## config.mk

```make
export PLATFORM = sky130hd
export DESIGN_NAME = mcls_top
export DESIGN_NICKNAME = d
export VERILOG_FILES = /design/src/include/mcls_pkg.sv /design/src/hdl/mcls_top.sv
export VERILOG_INCLUDE_DIRS = /design/src /design/src/include
export SDC_FILE = /design/constraint.sdc
export NUM_CORES = 1
export LEC_CHECK = 0
export BUFFER_PORTS_ARGS = -buffer_cell sky130_fd_sc_hd__buf_2
export CAP_MARGIN = 10
export CORE_MARGIN = 3
export CORE_UTILIZATION = 50
export DETAILED_ROUTE_END_ITERATION = 16
export PLACE_DENSITY = 0.9
export SLEW_MARGIN = 20
export SYNTH_ARGS = -nofsm -noshare
export SYNTH_HDL_FRONTEND = slang
export SYNTH_SLANG_ARGS = --single-unit
```

## constraint.sdc

```tcl
create_clock -name i_ref_clk -period 5 [get_ports i_ref_clk]
set_clock_uncertainty 0.15 [all_clocks]
set_input_delay 0.5 -clock i_ref_clk [delete_from_list [all_inputs] [get_ports i_ref_clk]]
set_output_delay 0.5 -clock i_ref_clk [all_outputs]
set_load 0.01 [all_outputs]
```

## src/include/mcls_consts.svh

```systemverilog
`ifndef MCLS_CONSTS_SVH
`define MCLS_CONSTS_SVH
// Period, dead time and list widths
`define MCLS_CNT_W 16
`define MCLS_DT_W 8
`define MCLS_LIST_DEPTH 8
`define MCLS_IDX_W 3
// Fetch windows after a reload, in bus cycles
`define MCLS_PTU_FETCH_CYC 4'h7
`define MCLS_ADC_FETCH_CYC 4'hA
// Conversion length in bus cycles (arbitrary plain default)
`define MCLS_CONV_CYC 4'h8
`define MCLS_CNT_RST 16'h0000
`endif

```

## src/include/mcls_pkg.sv

```systemverilog
`include "mcls_consts.svh"
package mcls_pkg;
    typedef enum logic [3:0] {
        MCLS_ADC_IDLE = 4'h1,
        MCLS_ADC_FETCH = 4'h2,
        MCLS_ADC_CONV = 4'h4,
        MCLS_ADC_ABORT = 4'h8
    } mcls_adc_state_t;
    typedef logic [`MCLS_CNT_W-1:0] mcls_cnt_t;
endpackage

```

## src/hdl/mcls_top.sv

```systemverilog
// Summary of operation
// [RQ1] Dead time is a whole count of bus clock cycles from its config input.
// [RQ2] Static mode: software changes only duty values between cycles.
// [RQ3] Reload event is produced once every n PWM periods.
// [RQ4] Config selects whether a commutation trigger propagates or is blocked.
// [RQ5] ADC preloads next first command after a sequence, then waits idle.
// [RQ6] Trigger unit fires at each list time until reload or async reload.
// [RQ7] Software reads results, clears flag, writes duty, sets load-ok.
// [RQ8] Dynamic mode: software prepares cycle n settings during cycle n-1.
// [RQ9] Any gate fault disables FETs and forces PWM outputs inactive.
// [RQ10] Clear gate fault then PWM fault; driving resumes at next period.
// [RQ11] Reload without load-ok in time flags reload overrun error.
// [RQ12] Static-mode sequence errors suggest corruption; shut loop down.
// [RQ13] Dynamic-mode sequence errors mean mismatched settings.
// [RQ14] Commutation restarts counter and reinitialises pattern and dead time.
// [RQ15] Commutation issues async reload; duty updates only with load-ok.
// [RQ16] Async reload aborts triggers, restarts counter, switches list index.
// [RQ17] Enabled trigger unit forwards async reload and a reload to ADCs.
// [RQ18] ADC abort finishes current conversion, then sets sequence-abort flag.
// [RQ19] After abort ADC updates index, fetches first command, resets pointer.
// [RQ20] Without index switch, restarted conversions overwrite old results.
// [RQ21] Commutation compare channel toggles on both edges.
// [RQ22] Second and third reload outputs stay unconnected.
// [RQ23] Async mode lets the frame restart at any instant in the cycle.
// [RQ24] Reload restarts trigger time base and passes to ADCs and gate driver.
// [RQ25] No trigger during up to 7 cycles of trigger fetch after reload.
// [RQ26] No conversion start during up to 10 cycles of command fetch.
// [RQ27] Commutation and reload together: async handling takes precedence.
`timescale 1ns/1ps
`default_nettype none
`include "mcls_consts.svh"
module mcls_top
    import mcls_pkg::*;
(
    input wire logic i_ref_clk,
    input wire logic i_nrst,
    input wire logic [`MCLS_CNT_W-1:0] i_pwm_modulo,
    input wire logic [`MCLS_CNT_W-1:0] i_duty_value,
    input wire logic [`MCLS_DT_W-1:0] i_dead_time,
    input wire logic [3:0] i_reload_periods,
    input wire logic i_pwm_load_ok,
    input wire logic i_global_load_ok_bit,
    input wire logic i_ptu_enable,
    input wire logic i_commut_propagate,
    input wire logic i_commutation_compare_channel,
    input wire logic [4:0] i_gate_fault,
    input wire logic i_gate_fault_clr,
    input wire logic i_pwm_fault_clr,
    input wire logic [`MCLS_CNT_W-1:0] i_trig_time [2][`MCLS_LIST_DEPTH],
    input wire logic [`MCLS_IDX_W-1:0] i_trig_count,
    input wire logic [`MCLS_IDX_W-1:0] i_cmd_count,
    input wire logic i_seq_abort_flag_clr,
    output logic o_pwm_high,
    output logic o_pwm_low,
    output logic o_fet_enable,
    output logic o_reload,
    output logic o_async_reload,
    output logic o_trigger,
    output logic o_adc_conv_start,
    output logic o_conv_done,
    output logic [`MCLS_IDX_W-1:0] o_result_ptr,
    output logic o_trigger_list_index,
    output logic o_adc_list_index,
    output logic o_sequence_abort_flag,
    output logic o_reload_overrun,
    output logic o_gate_fault_flag,
    output logic o_pwm_fault_flag
);
    //------------------------------------------------------------
    // Pin inputs: three flops, change counts when stages 2 and 3 agree
    //------------------------------------------------------------
    logic [2:0] cc_sync_ff;
    logic [2:0] gf_sync_ff [5];
    logic cc_level_ff;
    logic commut_ev;
    always_ff @(posedge i_ref_clk or negedge i_nrst) begin
        if (!i_nrst) begin
            cc_sync_ff <= 3'h0;
            cc_level_ff <= 1'b0;
        end else begin
            cc_sync_ff <= {cc_sync_ff[1:0], i_commutation_compare_channel};
            if (cc_sync_ff[1] == cc_sync_ff[2])
                cc_level_ff <= cc_sync_ff[2];
        end
    end
    // Toggle channel: either edge is one commutation
    assign commut_ev = (cc_sync_ff[1] == cc_sync_ff[2]) &&
                       (cc_sync_ff[2] != cc_level_ff); // RQ21
    logic fault_now;
    always_ff @(posedge i_ref_clk or negedge i_nrst) begin
        if (!i_nrst) begin
            for (int i = 0; i < 5; i++)
                gf_sync_ff[i] <= 3'h0;
        end else begin
            for (int i = 0; i < 5; i++)
                gf_sync_ff[i] <= {gf_sync_ff[i][1:0], i_gate_fault[i]};
        end
    end
    always_comb begin
        fault_now = 1'b0;
        for (int i = 0; i < 5; i++)
            fault_now = fault_now | (gf_sync_ff[i][1] & gf_sync_ff[i][2]);
    end

    //------------------------------------------------------------
    // PWM modulator counter, reload divider and duty buffer
    //------------------------------------------------------------
    logic [`MCLS_CNT_W-1:0] pcnt_ff, duty_ff;
    logic [3:0] per_cnt_ff;
    logic period_end, reload_ev, async_ev;
    assign period_end = (pcnt_ff >= i_pwm_modulo);
    assign async_ev = commut_ev && i_commut_propagate; // RQ4
    assign reload_ev = period_end && (per_cnt_ff >= i_reload_periods);
    always_ff @(posedge i_ref_clk or negedge i_nrst) begin
        if (!i_nrst) begin
            pcnt_ff <= `MCLS_CNT_RST;
            per_cnt_ff <= 4'h0;
            duty_ff <= `MCLS_CNT_RST;
        end else if (commut_ev) begin
            pcnt_ff <= `MCLS_CNT_RST; // RQ14 RQ23
            per_cnt_ff <= 4'h0;
            if (i_pwm_load_ok)
                duty_ff <= i_duty_value; // RQ15
        end else if (period_end) begin
            pcnt_ff <= `MCLS_CNT_RST;
            per_cnt_ff <= reload_ev ? 4'h0 : per_cnt_ff + 4'h1; // RQ3
            if (reload_ev && i_pwm_load_ok)
                duty_ff <= i_duty_value;
        end else begin
            pcnt_ff <= pcnt_ff + 16'h0001;
        end
    end

    //------------------------------------------------------------
    // Dead time insertion; counter reloaded with the dead time on commutation
    //------------------------------------------------------------
    logic raw_ff;
    logic [`MCLS_DT_W-1:0] dt_cnt_ff;
    logic raw_next;
    assign raw_next = (pcnt_ff < duty_ff);
    always_ff @(posedge i_ref_clk or negedge i_nrst) begin
        if (!i_nrst) begin
            raw_ff <= 1'b0;
            dt_cnt_ff <= 8'h00;
        end else if (commut_ev) begin
            raw_ff <= 1'b0;
            dt_cnt_ff <= i_dead_time; // RQ14
        end else if (raw_next != raw_ff) begin
            raw_ff <= raw_next;
            dt_cnt_ff <= i_dead_time; // RQ1
        end else if (dt_cnt_ff != 8'h00) begin
            dt_cnt_ff <= dt_cnt_ff - 8'h01;
        end
    end

    //------------------------------------------------------------
    // Fault handling: gate fault then PWM fault, resume at period edge or commutation
    //------------------------------------------------------------
    logic drive_ok;
    always_ff @(posedge i_ref_clk or negedge i_nrst) begin
        if (!i_nrst) begin
            o_gate_fault_flag <= 1'b0;
            o_pwm_fault_flag <= 1'b0;
            o_fet_enable <= 1'b0;
        end else begin
            if (fault_now)
                o_gate_fault_flag <= 1'b1; // RQ9
            else if (i_gate_fault_clr)
                o_gate_fault_flag <= 1'b0;
            if (fault_now)
                o_pwm_fault_flag <= 1'b1;
            else if (i_pwm_fault_clr && !o_gate_fault_flag)
                o_pwm_fault_flag <= 1'b0; // RQ10
            if (fault_now || o_gate_fault_flag || o_pwm_fault_flag)
                o_fet_enable <= 1'b0; // RQ9
            else if (period_end || commut_ev)
                o_fet_enable <= 1'b1; // RQ10
        end
    end
    assign drive_ok = o_fet_enable && !fault_now;
    always_ff @(posedge i_ref_clk or negedge i_nrst) begin
        if (!i_nrst) begin
            o_pwm_high <= 1'b0;
            o_pwm_low <= 1'b0;
        end else begin
            o_pwm_high <= drive_ok && raw_ff && (dt_cnt_ff == 8'h00);
            o_pwm_low <= drive_ok && !raw_ff && (dt_cnt_ff == 8'h00);
        end
    end

    //------------------------------------------------------------
    // Trigger unit: reload pass-through, list walk, overrun check
    //------------------------------------------------------------
    logic [`MCLS_CNT_W-1:0] tcnt_ff;
    logic [`MCLS_IDX_W-1:0] tidx_ff;
    logic [3:0] tfetch_ff;
    logic tactive_ff, ldok_seen_ff;
    logic any_reload;
    assign any_reload = reload_ev || async_ev;
    always_ff @(posedge i_ref_clk or negedge i_nrst) begin
        if (!i_nrst) begin
            o_reload <= 1'b0;
            o_async_reload <= 1'b0;
        end else begin
            // Only the first reload output exists; no second or third
            o_reload <= i_ptu_enable && any_reload; // RQ17 RQ22 RQ24
            o_async_reload <= i_ptu_enable && async_ev; // RQ17
        end
    end
    always_ff @(posedge i_ref_clk or negedge i_nrst) begin
        if (!i_nrst) begin
            tcnt_ff <= `MCLS_CNT_RST;
            tidx_ff <= 3'h0;
            tfetch_ff <= 4'h0;
            tactive_ff <= 1'b0;
            o_trigger <= 1'b0;
            o_trigger_list_index <= 1'b0;
        end else if (i_ptu_enable && any_reload) begin
            // Async and plain reload share one restart path
            tcnt_ff <= `MCLS_CNT_RST; // RQ16 RQ24 RQ27
            tidx_ff <= 3'h0;
            tfetch_ff <= `MCLS_PTU_FETCH_CYC; // RQ25
            tactive_ff <= 1'b1;
            o_trigger <= 1'b0; // RQ16
            if (i_global_load_ok_bit)
                o_trigger_list_index <= !o_trigger_list_index; // RQ16
        end else begin
            tcnt_ff <= tcnt_ff + 16'h0001;
            o_trigger <= 1'b0;
            if (tfetch_ff != 4'h0) begin
                tfetch_ff <= tfetch_ff - 4'h1; // RQ25
            end else if (tactive_ff && tidx_ff < i_trig_count &&
                tcnt_ff == i_trig_time[o_trigger_list_index][tidx_ff]) begin
                o_trigger <= 1'b1; // RQ6
                tidx_ff <= tidx_ff + 3'h1;
            end
        end
    end
    // Overrun: reload with no load-ok since the previous one
    always_ff @(posedge i_ref_clk or negedge i_nrst) begin
        if (!i_nrst) begin
            ldok_seen_ff <= 1'b0;
            o_reload_overrun <= 1'b0;
        end else if (reload_ev && i_ptu_enable) begin
            ldok_seen_ff <= 1'b0;
            if (!ldok_seen_ff && !i_global_load_ok_bit)
                o_reload_overrun <= 1'b1; // RQ11
        end else if (i_global_load_ok_bit) begin
            ldok_seen_ff <= 1'b1;
        end
    end

    //------------------------------------------------------------
    // ADC sequencer: fetch, convert on trigger, abort on async reload
    //------------------------------------------------------------
    mcls_adc_state_t st_ff;
    logic [3:0] acnt_ff;
    logic [`MCLS_IDX_W-1:0] cmd_ff;
    logic abort_pend_ff, ldok_at_abort_ff;
    always_ff @(posedge i_ref_clk or negedge i_nrst) begin
        if (!i_nrst) begin
            st_ff <= MCLS_ADC_IDLE;
            acnt_ff <= 4'h0;
            cmd_ff <= 3'h0;
            o_result_ptr <= 3'h0;
            o_adc_list_index <= 1'b0;
            o_adc_conv_start <= 1'b0;
            o_conv_done <= 1'b0;
            abort_pend_ff <= 1'b0;
            ldok_at_abort_ff <= 1'b0;
        end else begin
            o_adc_conv_start <= 1'b0;
            o_conv_done <= 1'b0;
            if (o_async_reload && st_ff == MCLS_ADC_CONV) begin
                abort_pend_ff <= 1'b1; // RQ18 RQ27
                ldok_at_abort_ff <= i_global_load_ok_bit;
            end
            unique case (st_ff)
                MCLS_ADC_IDLE: begin
                    if (o_reload) begin
                        if (o_async_reload && i_global_load_ok_bit)
                            o_adc_list_index <= !o_adc_list_index; // RQ19
                        cmd_ff <= 3'h0;
                        o_result_ptr <= 3'h0; // RQ19 RQ20
                        acnt_ff <= `MCLS_ADC_FETCH_CYC;
                        st_ff <= MCLS_ADC_FETCH;
                    end else if (o_trigger && cmd_ff < i_cmd_count) begin
                        o_adc_conv_start <= 1'b1; // RQ5
                        acnt_ff <= `MCLS_CONV_CYC;
                        st_ff <= MCLS_ADC_CONV;
                    end
                end
                MCLS_ADC_FETCH: begin
                    acnt_ff <= acnt_ff - 4'h1; // RQ26
                    if (acnt_ff == 4'h1)
                        st_ff <= MCLS_ADC_IDLE;
                end
                MCLS_ADC_CONV: begin
                    acnt_ff <= acnt_ff - 4'h1;
                    if (acnt_ff == 4'h1) begin
                        o_conv_done <= 1'b1; // RQ18
                        o_result_ptr <= o_result_ptr + 3'h1;
                        cmd_ff <= cmd_ff + 3'h1; // RQ5
                        st_ff <= (abort_pend_ff || o_async_reload) ?
                            MCLS_ADC_ABORT : MCLS_ADC_IDLE;
                    end
                end
                MCLS_ADC_ABORT: begin
                    abort_pend_ff <= 1'b0;
                    if (ldok_at_abort_ff)
                        o_adc_list_index <= !o_adc_list_index; // RQ19
                    cmd_ff <= 3'h0;
                    o_result_ptr <= 3'h0; // RQ20
                    acnt_ff <= `MCLS_ADC_FETCH_CYC;
                    st_ff <= MCLS_ADC_FETCH;
                end
                default: st_ff <= MCLS_ADC_IDLE;
            endcase
        end
    end
    // Sequence abort flag: setting beats a same-cycle clear
    always_ff @(posedge i_ref_clk or negedge i_nrst) begin
        if (!i_nrst)
            o_sequence_abort_flag <= 1'b0;
        else if (st_ff == MCLS_ADC_ABORT)
            o_sequence_abort_flag <= 1'b1; // RQ18
        else if (i_seq_abort_flag_clr)
            o_sequence_abort_flag <= 1'b0;
    end
endmodule // mcls_top
`default_nettype wire

```

### After elaboration in Yosys (flattened, before gate mapping)

Index checks and enable logic that the tools add are counted.

| operators by class | value |
|---|---|
| $add $sub $neg | 9 |
| magnitude comparators | 7 |
| eq/ne operators | 17 |
| multiplexer cells | 64 |
| bitwise logic cells | 11 |
| reduce and logical (&&, ||, !) cells | 58 |

Operator list:

| cell | number |
|---|---|
| 128-bit 2-to-1 mux | 3 |
| 16-bit 2-to-1 mux | 9 |
| 16-bit binary-select mux with 3-bit select | 1 |
| 4-bit 2-to-1 mux | 12 |
| 16-bit by 1-bit adder with 16-bit output (second input constant) | 2 |
| 1-bit 2-to-1 mux | 25 |
| 8-bit 2-to-1 mux | 3 |
| 2-bit nonzero test | 12 |
| 1-bit logical AND | 19 |
| 3-bit 2-to-1 mux | 6 |
| 3-bit case mux with 3 select lines | 2 |
| 16-bit equality test | 1 |
| 16-bit >= comparator | 1 |
| 16-bit less-than comparator | 1 |
| 4-bit case mux with 4 select lines | 1 |
| 2-bit inequality test (second input constant) | 6 |
| 4-bit case mux with 3 select lines | 1 |
| 3-bit by 1-bit adder with 3-bit output (second input constant) | 3 |
| 3-bit AND reduction | 3 |
| 3-bit nonzero test | 3 |
| 4-bit by 1-bit equality test with 1-bit output (second input constant) | 2 |
| 8-bit logical NOT | 1 |
| 2-bit AND reduction | 4 |
| 8-bit nonzero test | 1 |
| other kinds (24) | 44 |

| storage, ports and cells | value |
|---|---|
| register bits after elaboration | 119 |
| input bits | 321 |
| output and inout bits | 17 |
| word-level logic and storage cells | 203 |

### Logic depth before layout (Yosys ltp)

Gate-level depths: netlist (run 1).

| logic depth | value |
|---|---|
| depth after elaboration | 12 |
| mapped depth | 12 |
| mapped depth without buffers | 12 |

### Least setup slack after synthesis (run 1)

No wires, ideal clock.

| path | value |
|---|---|
| kind | in2reg |
| start | input i_reload_periods[0] |
| end | register duty_ff[10] |
| library setup time | 0.125 ns |
| arrival time | 2.851 ns |
| data required time | 4.725 ns |
| slack | 1.875 ns |
| stages on the path | 10 |
| path buffers | 1 |
| cells stage by stage | ha_1 nand2b_1 a21o_1 a211oi_1 nor2_1 a31oi_1 nand2_1 o21ai_1 clkbuf_1 mux2_2 |

| between the ends | value |
|---|---|
| word-level cells in the longest chain between the ends | 5 |

RTL lines:

| element | RTL line | RTL |
|---|---|---|
| start, declared | mcls_top.sv:40 | `input wire logic [3:0] i_reload_periods,` |
| 4-bit >= comparator | mcls_top.sv:113 | `assign reload_ev = period_end && (per_cnt_ff >= i_reload_periods);` |
| 1-bit logical AND | mcls_top.sv:113 |  |
| 1-bit logical AND | mcls_top.sv:127 | `if (reload_ev && i_pwm_load_ok)` |
| 2-bit nonzero test (no line) | n/a |  |
| 3-bit AND reduction (no line) | n/a |  |
| end signal, assigned | mcls_top.sv:118 | `` duty_ff <= `MCLS_CNT_RST; `` |
| end signal, assigned | mcls_top.sv:123 | `duty_ff <= i_duty_value;` |
| end signal, assigned | mcls_top.sv:128 | `duty_ff <= i_duty_value;` |
| end, declared | mcls_top.sv:108 | `` logic [`MCLS_CNT_W-1:0] pcnt_ff, duty_ff; `` |

Every way passes these cells.
A chain may end at the register's enable or synchronous reset.

### Worst setup path after layout (run 1)

| path | value |
|---|---|
| start | register tidx_ff[0] |
| end | register tidx_ff[2] |

| between the ends | value |
|---|---|
| word-level cells in the longest chain between the ends | 8 |
| elaborated cells on any way between the ends | 14 |
| those cells by class | 1 x add/sub; 1 x order compare; 1 x eq/ne; 6 x mux; 1 x bitwise; 4 x reduce/logical |

RTL lines:

| element | RTL line | RTL |
|---|---|---|
| start, declared | mcls_top.sv:195 | `` logic [`MCLS_IDX_W-1:0] tidx_ff; `` |
| start signal, assigned | mcls_top.sv:235 | `tidx_ff <= tidx_ff + 3'h1;` |
| 3-bit NOT with 4-bit output (implied by the code) | mcls_top.sv:233 | `tcnt_ff == i_trig_time[o_trigger_list_index][tidx_ff]) begin` |
| 16-bit binary-select mux with 3-bit select | mcls_top.sv:233 |  |
| 16-bit 2-to-1 mux (implied by the code) (2 in series) | mcls_top.sv:233 |  |
| 16-bit equality test | mcls_top.sv:233 |  |
| 1-bit logical AND | mcls_top.sv:232 | `end else if (tactive_ff && tidx_ff < i_trig_count &&` |
| 2-bit nonzero test (no line) | n/a |  |
| 2-bit AND reduction (no line) | n/a |  |

Parallel ways exist; a longest one is shown, timed or not. The select of a mux whose other input is x is not followed.

==> out/qor.csv, run 1 <==
stage,metric,value,unit
synthesis,yosysTopAreaCell,dfrtp_1,
cts,cts_tree,built,
synthesis,synth_fp_nets,1164,
synthesis,netlist_area,8450,sq um
floorplanning,die_x,136,um
setup_path,crit_buf_inv,0,
synthesis,synth-edff-count,0,
cts,ctsHtreeMaxLevel,4,
grt,grt_usage,34.8,%
run_status,status,"finished, final reports clean",
timing,finalHoldViolCount,0,
timing,relSlewSlack,27.8,%
timing,setup_tns,0,ns
finish,area_delta_synth_final,29.2,%
floorplanning,dieArea,18500,sq um
synthesis,synth-async-reset-ratio,100,%
drt,routed_wl,32800,um
finish,multi_input_area,5030,sq um
synthesis,synth_ff_type,dfrtp_1,
cts,clock-sinks,119,
timing,setup_viol,0,
floorplanning,io_pins,338,
grt,grt_max_degree,79,
grt,antenna_found_initial,23,
drt,num_vias,8006,
drt,viasPerCell,5.90,
synthesis,yosys.cell_count.top_type,dfrtp_1,
setup_path,cp.required,5.18,ns
drt,ant_nets,0,
synthesis,synthTopCellsByArea,"dfrtp_1 35%, mux4_2 12%, ha_1 7.3%",
finish,register_area,2990,sq um
cts,clockBufferDepth,2,
power_and_ir_drop,peakVddDrop,0.000305,V
cts,cts_setup_buffers,0,
synthesis,yosysSeqAreaShare,35.3,%
timing,rsz0062_at_grt,no,
placed_design,gp_congestion,0.995,
drt,drtIter0Drc,777,
cts,cts_made_buffers,17,
cts,clock_latency,0.41,ns
finish,drive_above_1_share,40.8,%
floorplanning,die_h,136,um
placed_design,dpl.hpwl,26800,um
grt,grt_pass1_vias,7874,
timing,worst_pin_slew,1.08,ns
power_and_ir_drop,p_per_area,375,nW/um^2
setup_path,critPathTopFamily,flip-flops,
grt,grt_pass1_wl,47000,um
setup_path,crit_chain,mux4_1 > xnor2_1 > a311oi_1 > a31oi_1 > nor4bb_1 > o21ai_1 > or4b_1 > a21oi_1,
synthesis,avgSynthCellArea,10.6,sq um
floorplanning,start_util,52.0,%
setup_path,cp_slowest_cell,dfrtp_2,
synthesis,ys_ff_latch,119,
drt,dr.pass1.iters,5,
drt,wl_per_cell,24.2,um
floorplanning,core_area,16200,sq um
timing,final-max-slew-violation-count,0,
setup_path,startpoint_type,flop,
timing,fin_crit,3.75,ns
synthesis,synth_top_area_share,35.0,%
floorplanning,num_rows,46,
cts,ctsResizeCount,0,
finish,fin_nets,1492,
timing,fmax,267,MHz
setup_path,crit_path_max_incr_delay,1.06,ns
synthesis,yosys-top-cells-count,"118 x dfrtp_1, 75 x nor2_1, 64 x inv_1",
cts,holdBufCountCts,0,
synthesis,ys_types,69,
finish,fill_cells,1236,
placed_design,port_buffers,337,
cts,clk_pin_slew_worst_paths,0.06,ns
synthesis,ys_warn_count,0,
grt,grt-ovfl-total,0,
drt,drc,0,
timing,post-route-period-util,75.0,%
cts,cts_root_buf,clkbuf_16,
worst_hold_path,hold_path_class,input port to flop,
synthesis,synthCells,794,
setup_path,endpoint_kind,flop,
power_and_ir_drop,leakagePower,5.34,nW
setup_path,crit_fanout,46,
timing,fin_worst_hold_slack,0.0400,ns
setup_path,path_class,flop to flop,
setup_path,critPathArrivalTime,3.92,ns
run,cap_violations,0,
worst register-to-register path, cell delays in order (launching register included):
cell      delay (ns)
dfrtp_2         1.06
mux4_1          0.50
xnor2_1         0.21
a311oi_1        0.13
a31oi_1         0.24
nor4bb_1        0.45
o21ai_1         0.25
or4b_1          0.50
a21oi_1         0.17
metrics by stage:
step / worst slack (ns) / util [%] / total power, W / instance area [sq um] / instances
finish: 1.25 / 67.2 / 0.00410 / 10900 / 1357
global route: 1.12 / 67.2 / 0.00431 / 10900 / 1354
CTS: 1.36 / 67.1 / 0.00410 / 10900 / 1350
detailed placement: 1.39 / 63.2 / 0.00275 / 10300 / 1319
global placement: 1.48 / 63.2 / 0.00269 / 10300 / 1319
floorplan: 1.87 / - / 0.00240 / 8450 / 794
cell families after synthesis:
logic type	after synthesis	share of synthesized area, %
compound gates	113	8.64
fa+ha+maj	50	7.38
simple gates	224	12.9
flops	119	35.3
buf+inv	98	5.21
mux	123	23.7
xor+xnor	67	6.95
sequential cells by signal, indices dropped and copies added (netlist names), 3 cells and up:
name,count
duty_ff,16
pcnt_ff,16
tcnt_ff,16
gf_sync_ff,15
dt_cnt_ff,8
acnt_ff,4
per_cnt_ff,4
st_ff,4
tfetch_ff,4
cc_sync_ff,3
cmd_ff,3
o_result_ptr,3
tidx_ff,3
path summary, 6_finish.rpt:
kind | start | end | slack (ns) | depth (start not counted)
max | tidx_ff[0] | tidx_ff[2] | 1.25 | 8
min | i_gate_fault[4] | gf_sync_ff[0] | 0.04 | 1
max reg2reg | tidx_ff[0] | tidx_ff[2] | 1.25 | 8
min reg2reg | cc_sync_ff[0] | cc_sync_ff[1] | 0.20 | 0
max in group asynchronous | i_nrst | gf_sync_ff[8] | 3.51 | 2
min in group asynchronous | i_nrst | duty_ff[9] | 0.09 | 1
area by class of cell:
type | count | share of cell area (%)
well taps | 216 | 2.48
multi-input cells | 577 | 46.1
flip-flops and latches | 119 | 27.4
diodes | 7 | 0.161
clock buffers | 18 | 4.02
inverters | 65 | 2.24
repair buffers | 342 | 15.8
clock inverters | 13 | 1.87
report_power, final:
group	switching, W	total, W	internal, W
clock	0.000437	0.00133	0.000891
combinational	0.000621	0.00139	0.000767
sequential	0.000247	0.00138	0.00113
cell usage in the layout (no fill, tap or decap), types with 7 or more instances in the layout:
master / instances
buf_2: 336
dfrtp_1: 115
nor2_1: 75
inv_1: 64
ha_1: 49
mux4_2: 45
nand2_1: 44
xnor2_1: 35
mux2i_1: 35
mux2_2: 33
xor2_1: 32
o21ai_0: 29
nand3_1: 27
a21oi_1: 26
clkbuf_16: 17
nor3_1: 14
nand2b_1: 12
and3_1: 11
a21o_1: 10
mux4_1: 10
nor2b_1: 8
diode_2: 7
metal layers:
layer | routed length [um] | global-route usage, % | up-vias | part of all wire [%]
met5 | 125 | 0 | - | 0.38
met2 | 15900 | 57.0 | 499 | 49
met3 | 4350 | 15.1 | 93 | 13
met4 | 976 | 11.1 | 22 | 3.0
met1 | 11500 | 41.6 | 3836 | 35
li1 | - | - | 3556 | -
(Power assumes the default switching activity.)
==> run 2, diff against run 1 <==
CORE_UTILIZATION = 45   (was 50)
PLACE_DENSITY = 0.86   (was 0.9)
clock period = 3.1 ns   (was 5 ns; I/O delays follow)
==> run 2 against run 1 <==
Die area up 11%. Cell count up 6.2%. Combinational power up 90%. Utilization down 3.2 points. Sequential share of layout area down 1.8 points. Global-route usage down 2.3 points. Design area up 6.9%. Sequential cell count unchanged. The flow now finishes with violations (negative setup slack).
==> out/qor.csv, run 2 (same netlist as run 1, synthesis figures left out) <==
stage,metric,value,unit,change
grt,grt-ovfl-total,0,,unchanged
timing,post-route-period-util,101,%,+26 points
run_status,violations,negative setup slack,,
setup_path,endpoint_kind,flop,,
timing,finalHoldViolCount,0,,unchanged
drt,drc,0,,unchanged
timing,worst_pin_slew,0.879,ns,-0.204 ns
cts,ctsHtreeMaxLevel,4,,unchanged
timing,rsz0062_at_grt,yes,,
worst_hold_path,worst_hold_path.endpoint,o_async_reload,,
cts,cts_root_buf,clkbuf_16,,
placed_design,dpl.hpwl,26900,um,+0.59%
cts,clock_latency,0.42,ns,about the same
run_status,status,finished with violations,,
floorplanning,start_util,46.4,%,-5.7 points
cts,cts_tree,built,,
placed_design,port_buffers,337,,unchanged
placed_design,dp_slack,-0.0557,ns,-1.44 ns
drt,routed_wl,33900,um,+3.1%
worst_hold_path,hold_path_class,input port to flop,,
setup_path,startpoint_type,flop,,
floorplanning,num_rows,49,,+6.5%
finish,fin_nets,1562,,+4.7%
grt,antenna_found_initial,15,,-35%
power_and_ir_drop,p_per_area,581,nW/um^2,+55%
finish,top_regs,"duty_ff: 16 flops, pcnt_ff: 16 flops, tcnt_ff: 16 flops",,
timing,setup_viol,2,,+2
setup_path,timing.reg2reg.setup_slack,-0.03,ns,-1.28 ns
timing,final-max-slew-violation-count,0,,unchanged
drt,dr.pass1.iters,5,,unchanged
floorplanning,die_x,143,um,+5.2%
run,cap_violations,0,,unchanged
timing,fin_worst_hold_slack,0.0416,ns,+0.00158 ns
cts,clock-sinks,119,,unchanged
setup_path,crit_fanout,12,,-74%
drt,ant_nets,0,,unchanged
placed_design,gp_congestion,0.989,,-0.66%
timing,setup_ws,-0.0281,ns,-1.28 ns
grt,grt_pass1_wl,48900,um,+4.0%
setup_path,cp.required,3.29,ns,-1.89 ns
cts,cts_made_buffers,17,,unchanged
finish,final_cell_mix,"336 x buf_2, 115 x dfrtp_1, 75 x nor2_1, 63 x inv_1, 49 x ha_1",,
setup_path,rr_startpoint,o_trigger_list_index,,
timing,relSlewSlack,40.6,%,+13 points
drt,num_vias,8377,,+4.6%
finish,drive_above_1_share,43.0,%,+2.2 points
finish,area_delta_synth_final,38.1,%,
setup_path,critPathArrivalTime,3.32,ns,-0.60 ns
timing,fin_crit,3.13,ns,-0.620 ns
drt,drtIter0Drc,624,,-20%
cts,clk_pin_slew_worst_paths,0.06,ns,about the same
setup_path,path_class,flop to flop,,
grt,grt_max_degree,56,,-29%
timing,fmax,320,MHz,+20%
drt,wl_per_cell,23.5,um,-2.9%
floorplanning,die_h,143,um,+5.2%
floorplanning,io_pins,338,,unchanged
cts,clockBufferDepth,2,,unchanged
finish,layout_commonest_cell,buf_2,,
setup_path,r2r-end,tidx_ff[0],,
floorplanning,core_area,18200,sq um,+12%
grt,grt_pass1_vias,8407,,+6.8%
worst_hold_path,min_from,i_commut_propagate,,
power_and_ir_drop,leakagePower,5.69,nW,+6.5%
worst_hold_path,hold_depth,2,,+1
power_and_ir_drop,peakVddDrop,0.000491,V,+61%
floorplanning,dieArea,20400,sq um,+11%
drt,viasPerCell,5.81,,-1.5%
setup_path,worstRegToRegCells,10,,+2
grt,grt_usage,32.5,%,-2.3 points
run 2: routing by layer:
layer | track usage, % | routed length, um | up-vias
li1 | - | - | 3697
met1 | 41.1 | 12800 | 4057
met2 | 52.9 | 16500 | 518
met3 | 11.5 | 3600 | 91
met4 | 9.45 | 886 | 14
met5 | 0 | 89 | -
run 2: layout make-up:
cell class	count	area, sq um
Inverter	65	244
Antenna cell	7	17.5
Multi-Input combinational cell	577	5100
Tap cell	229	287
Timing Repair Buffer	412	2440
Clock buffer	18	439
Sequential cell	119	2990
Fill cell	1376	6540
Clock inverter	14	151
run 2: worst max-delay path by stage:
stage                                     from           to  slack (ns)  depth (start not counted)
after detailed placement  o_trigger_list_index   tidx_ff[2]       -0.06                          8
after global placement    o_trigger_list_index   tidx_ff[2]        0.04                         10
after global routing      o_trigger_list_index   tidx_ff[2]        -0.1                         10
final                     o_trigger_list_index   tidx_ff[0]       -0.03                         10
after CTS                 o_trigger_list_index   tidx_ff[2]     -0.0003                          9
after floorplan                  per_cnt_ff[0]  duty_ff[10]        0.07                         11
run 2: timing repair:
item | in CTS | in global routing
resized for setup | 4 | 16
endpoints found under the setup margin | 2 | 20
setup buffers | 1 | 4
hold buffers | 34 | 0
pin swaps | 0 | 3
endpoints found under the hold margin | 86 | 0
run 2: power breakdown:
group / leakage [nW] / internal (W) / switching [W] / total, W
logic: 3.92 / 0.00148 / 0.00116 / 0.00264
registers: 1.50 / 0.00183 / 0.000347 / 0.00217
clock network: 0.275 / 0.00120 / 0.000757 / 0.00196
total: 5.69 / 0.00451 / 0.00227 / 0.00678
run 2: through the flow:
stage | cells | cell area (sq um) | TNS [ns] | total power, W | util, %
final | 1441 | 11700 | -0.0475 | 0.00678 | 64.1
after global routing | 1436 | 11700 | -0.185 | 0.00713 | 64.0
after CTS | 1430 | 11600 | -0.000338 | 0.00667 | 63.5
after detailed placement | 1363 | 10600 | -0.0557 | 0.00463 | 58.2
after global placement | 1363 | 10600 | 0 | 0.00452 | 58.2
after floorplan | 794 | 8450 | 0 | 0.00387 | -
run 2: critical path, cell delays in order (launching register included):
cell	delay, ns
dfrtp_4	0.48
buf_12	0.17
buf_12	0.14
mux4_2	0.50
mux2i_1	0.31
o21bai_1	0.15
nor4_2	0.19
a41o_1	0.16
and3_4	0.19
or3b_1	0.40
a21oi_2	0.18
==> run 3, diff against run 2 <==
SETUP_SLACK_MARGIN = 0.3   (was not set)
==> run 3 against run 2 <==
The flow still finishes with violations (negative setup slack). Critical path depth fell by 1. Critical endpoint is now tidx_ff[2]. Highest routed layer unchanged. Cell count rose by 0.49%. Critical path type unchanged. Maximum frequency fell by 1.7%. Hold slack improved by 0.011 ns.
==> out/qor.csv, run 3 (same netlist as run 1, synthesis figures left out) <==
stage,metric,value,unit,change
grt,antenna_found_initial,14,,-1
worst_hold_path,min_from,i_commut_propagate,,
drt,viasPerCell,5.75,,-1.1%
timing,relSlewSlack,40.9,%,+0.25 points
setup_path,rr_startpoint,o_trigger_list_index,,
timing,rsz0062_at_grt,yes,,
run_status,status,finished with violations,,
cts,clock_latency,0.42,ns,about the same
timing,worst_pin_slew,0.875,ns,-0.00371 ns
placed_design,gp_congestion,1.02,,+3.0%
timing,setup_ws,-0.0811,ns,-0.0530 ns
drt,num_vias,8327,,-0.60%
setup_path,startpoint_type,flop,,
cts,clockBufferDepth,2,,unchanged
grt,grt_pass1_vias,8212,,-2.3%
finish,final_cell_mix,"336 x buf_2, 111 x dfrtp_1, 74 x nor2_1, 62 x inv_1, 50 x mux4_2",,
power_and_ir_drop,internal-power,0.00464,W,+2.8%
finish,fin_nets,1565,,+0.19%
drt,dr.pass1.iters,5,,unchanged
power_and_ir_drop,power_switching,0.00223,W,-1.8%
grt,grt-ovfl-total,0,,unchanged
setup_path,crit_path_max_incr_delay,0.53,ns,+0.03 ns
power_and_ir_drop,p_comb_share,39.8,%,+0.8 points
placed_design,port_buffers,337,,unchanged
drt,drc,0,,unchanged
setup_path,crit_fanout,6,,-6
floorplanning,start_util,46.4,%,unchanged
floorplanning,num_rows,49,,unchanged
setup_path,r2r-end,tidx_ff[2],,
cts,clk_pin_slew_worst_paths,0.05,ns,about the same
power_and_ir_drop,p_clk_share,28.3,%,-0.6 points
setup_path,timing.reg2reg.setup_slack,-0.08,ns,-0.05 ns
cts,cts_tree,built,,
power_and_ir_drop,p_per_area,577,nW/um^2,-0.72%
grt,grt_pass1_wl,48300,um,-1.3%
setup_path,critPathArrivalTime,3.38,ns,+0.06 ns
floorplanning,die_h,143,um,unchanged
power_and_ir_drop,total_power,0.00687,W,+1.3%
setup_path,endpoint_kind,flop,,
cts,cts_root_buf,clkbuf_16,,
power_and_ir_drop,peakVddDrop,0.000333,V,-32%
setup_path,worstRegToRegCells,9,,-1
setup_path,cp_slowest_cell,mux4_2,,
timing,setup_viol,1,,-1
timing,setup_tns,-0.0811,ns,-0.0336 ns
timing,fmax,314,MHz,-1.7%
floorplanning,io_pins,338,,unchanged
floorplanning,dieArea,20400,sq um,unchanged
finish,layout_commonest_cell,buf_2,,
worst_hold_path,worst_hold_path.endpoint,o_async_reload,,
drt,routed_wl,34500,um,+1.9%
grt,grt_max_degree,56,,unchanged
placed_design,dpl.hpwl,27300,um,+1.2%
power_and_ir_drop,swShare,32.4,%,-1.0 points
timing,fin_crit,3.18,ns,+0.0530 ns
drt,wl_per_cell,23.8,um,+1.4%
worst_hold_path,hold_depth,2,,unchanged
finish,top_regs,"duty_ff: 16 flops, pcnt_ff: 16 flops, tcnt_ff: 16 flops",,
drt,ant_nets,0,,unchanged
setup_path,cp.required,3.30,ns,about the same
finish,area_delta_synth_final,40.9,%,
timing,post-route-period-util,103,%,+1.7 points
power_and_ir_drop,seq_power_share,31.9,%,-0.2 points
power_and_ir_drop,leakagePower,5.78,nW,+1.6%
worst_hold_path,hold_path_class,input port to flop,,
drt,drtIter0Drc,926,,+48%
cts,cts_made_buffers,17,,unchanged
floorplanning,die_x,143,um,unchanged
timing,finalHoldViolCount,0,,unchanged
setup_path,crit_chain,buf_12 > mux4_2 > mux2i_2 > xnor2_1 > or4_4 > o21ai_2 > and3_4 > or4b_1 > a21oi_1,,
cts,clock-sinks,119,,unchanged
setup_path,path_class,flop to flop,,
cts,ctsHtreeMaxLevel,4,,unchanged
floorplanning,core_area,18200,sq um,unchanged
finish,drive_above_1_share,45.1,%,+2.1 points
run,cap_violations,0,,unchanged
grt,grt_usage,32.2,%,-0.28 points
run_status,violations,negative setup slack,,
timing,final-max-slew-violation-count,0,,unchanged
## run 3: cell count changes in the layout (fill, tap and decap cells not counted), moves of 5 or more
cell	previous run	this run
mux2_2	33	17
mux2_4	0	16
ha_1	49	44
o21ai_0	28	23
## run 3: worst max-delay path: cells and delay by family, from the launching register on
family                 cells  cell delay [ns]
flip-flops                 1             0.52
multiplexers               2             0.78
buffers and inverters      1             0.16
AND/OR/NAND/NOR            3             1.17
AO/OA/AOI/OAI              2             0.23
XOR/XNOR                   1             0.10
## run 3: per-layer routing
layer / vias to the layer above / track usage (%) / routed length, um
li1: 3700 / - / -
met1: 4001 / 42.0 / 13300
met2: 546 / 51.6 / 16500
met3: 76 / 9.44 / 3610
met4: 4 / 10.9 / 1070
met5: - / 0 / 34
## run 3: worst max-delay path by stage
stage | slack (ns) | cells after the start | from | endpoint
final | -0.08 | 9 | o_trigger_list_index | tidx_ff[2]
after global placement | -0.01 | 10 | o_trigger_list_index | tidx_ff[2]
after floorplan | 0.15 | 10 | o_trigger_list_index | tidx_ff[2]
after CTS | 0.002 | 9 | o_trigger_list_index | tidx_ff[2]
after global routing | -0.16 | 9 | o_trigger_list_index | tidx_ff[2]
after detailed placement | -0.08 | 10 | o_trigger_list_index | tidx_ff[2]
## run 3: cell type report
cell class	count	area, sq um
flip-flops and latches	119	2990
well taps	229	287
diodes	11	27.5
inverters	65	244
fillers	1302	6310
clock buffers	23	488
repair buffers	415	2510
clock inverters	9	97.6
multi-input cells	577	5260
## run 3: power by group through the flow
stage,clock [W],combinational [W],sequential [W]
2_1_floorplan,0,0.00189,0.00202
3_3_place_gp,0,0.00230,0.00216
3_5_place_dp,0,0.00238,0.00217
4_1_cts,0.00196,0.00255,0.00216
5_1_grt,0.00204,0.00297,0.00223
6_report,0.00195,0.00273,0.00219
## run 3: stage by stage
stage | std cells | hold slack [ns] | util [%] | cell area, sq um | setup WS (ns)
5_1_grt | 1441 | 0.0643 | 65.3 | 11900 | -0.157
3_5_place_dp | 1359 | 0.186 | 57.9 | 10600 | -0.0790
3_3_place_gp | 1359 | 0.182 | 57.9 | 10600 | -0.0145
2_1_floorplan | 794 | -0.136 | - | 8470 | 0.155
6_report | 1448 | 0.0526 | 65.4 | 11900 | -0.0811
4_1_cts | 1429 | 0.0128 | 63.6 | 11600 | 0.00191
## run 3: repair_timing
item                                    CTS  global route
hold buffers                             34             0
resized for setup                        13            56
setup buffers                             3             7
endpoints found under the setup margin   38            70
hold endpoints to repair                 86             0
gates cloned                              1             1
pin swaps                                 1            14
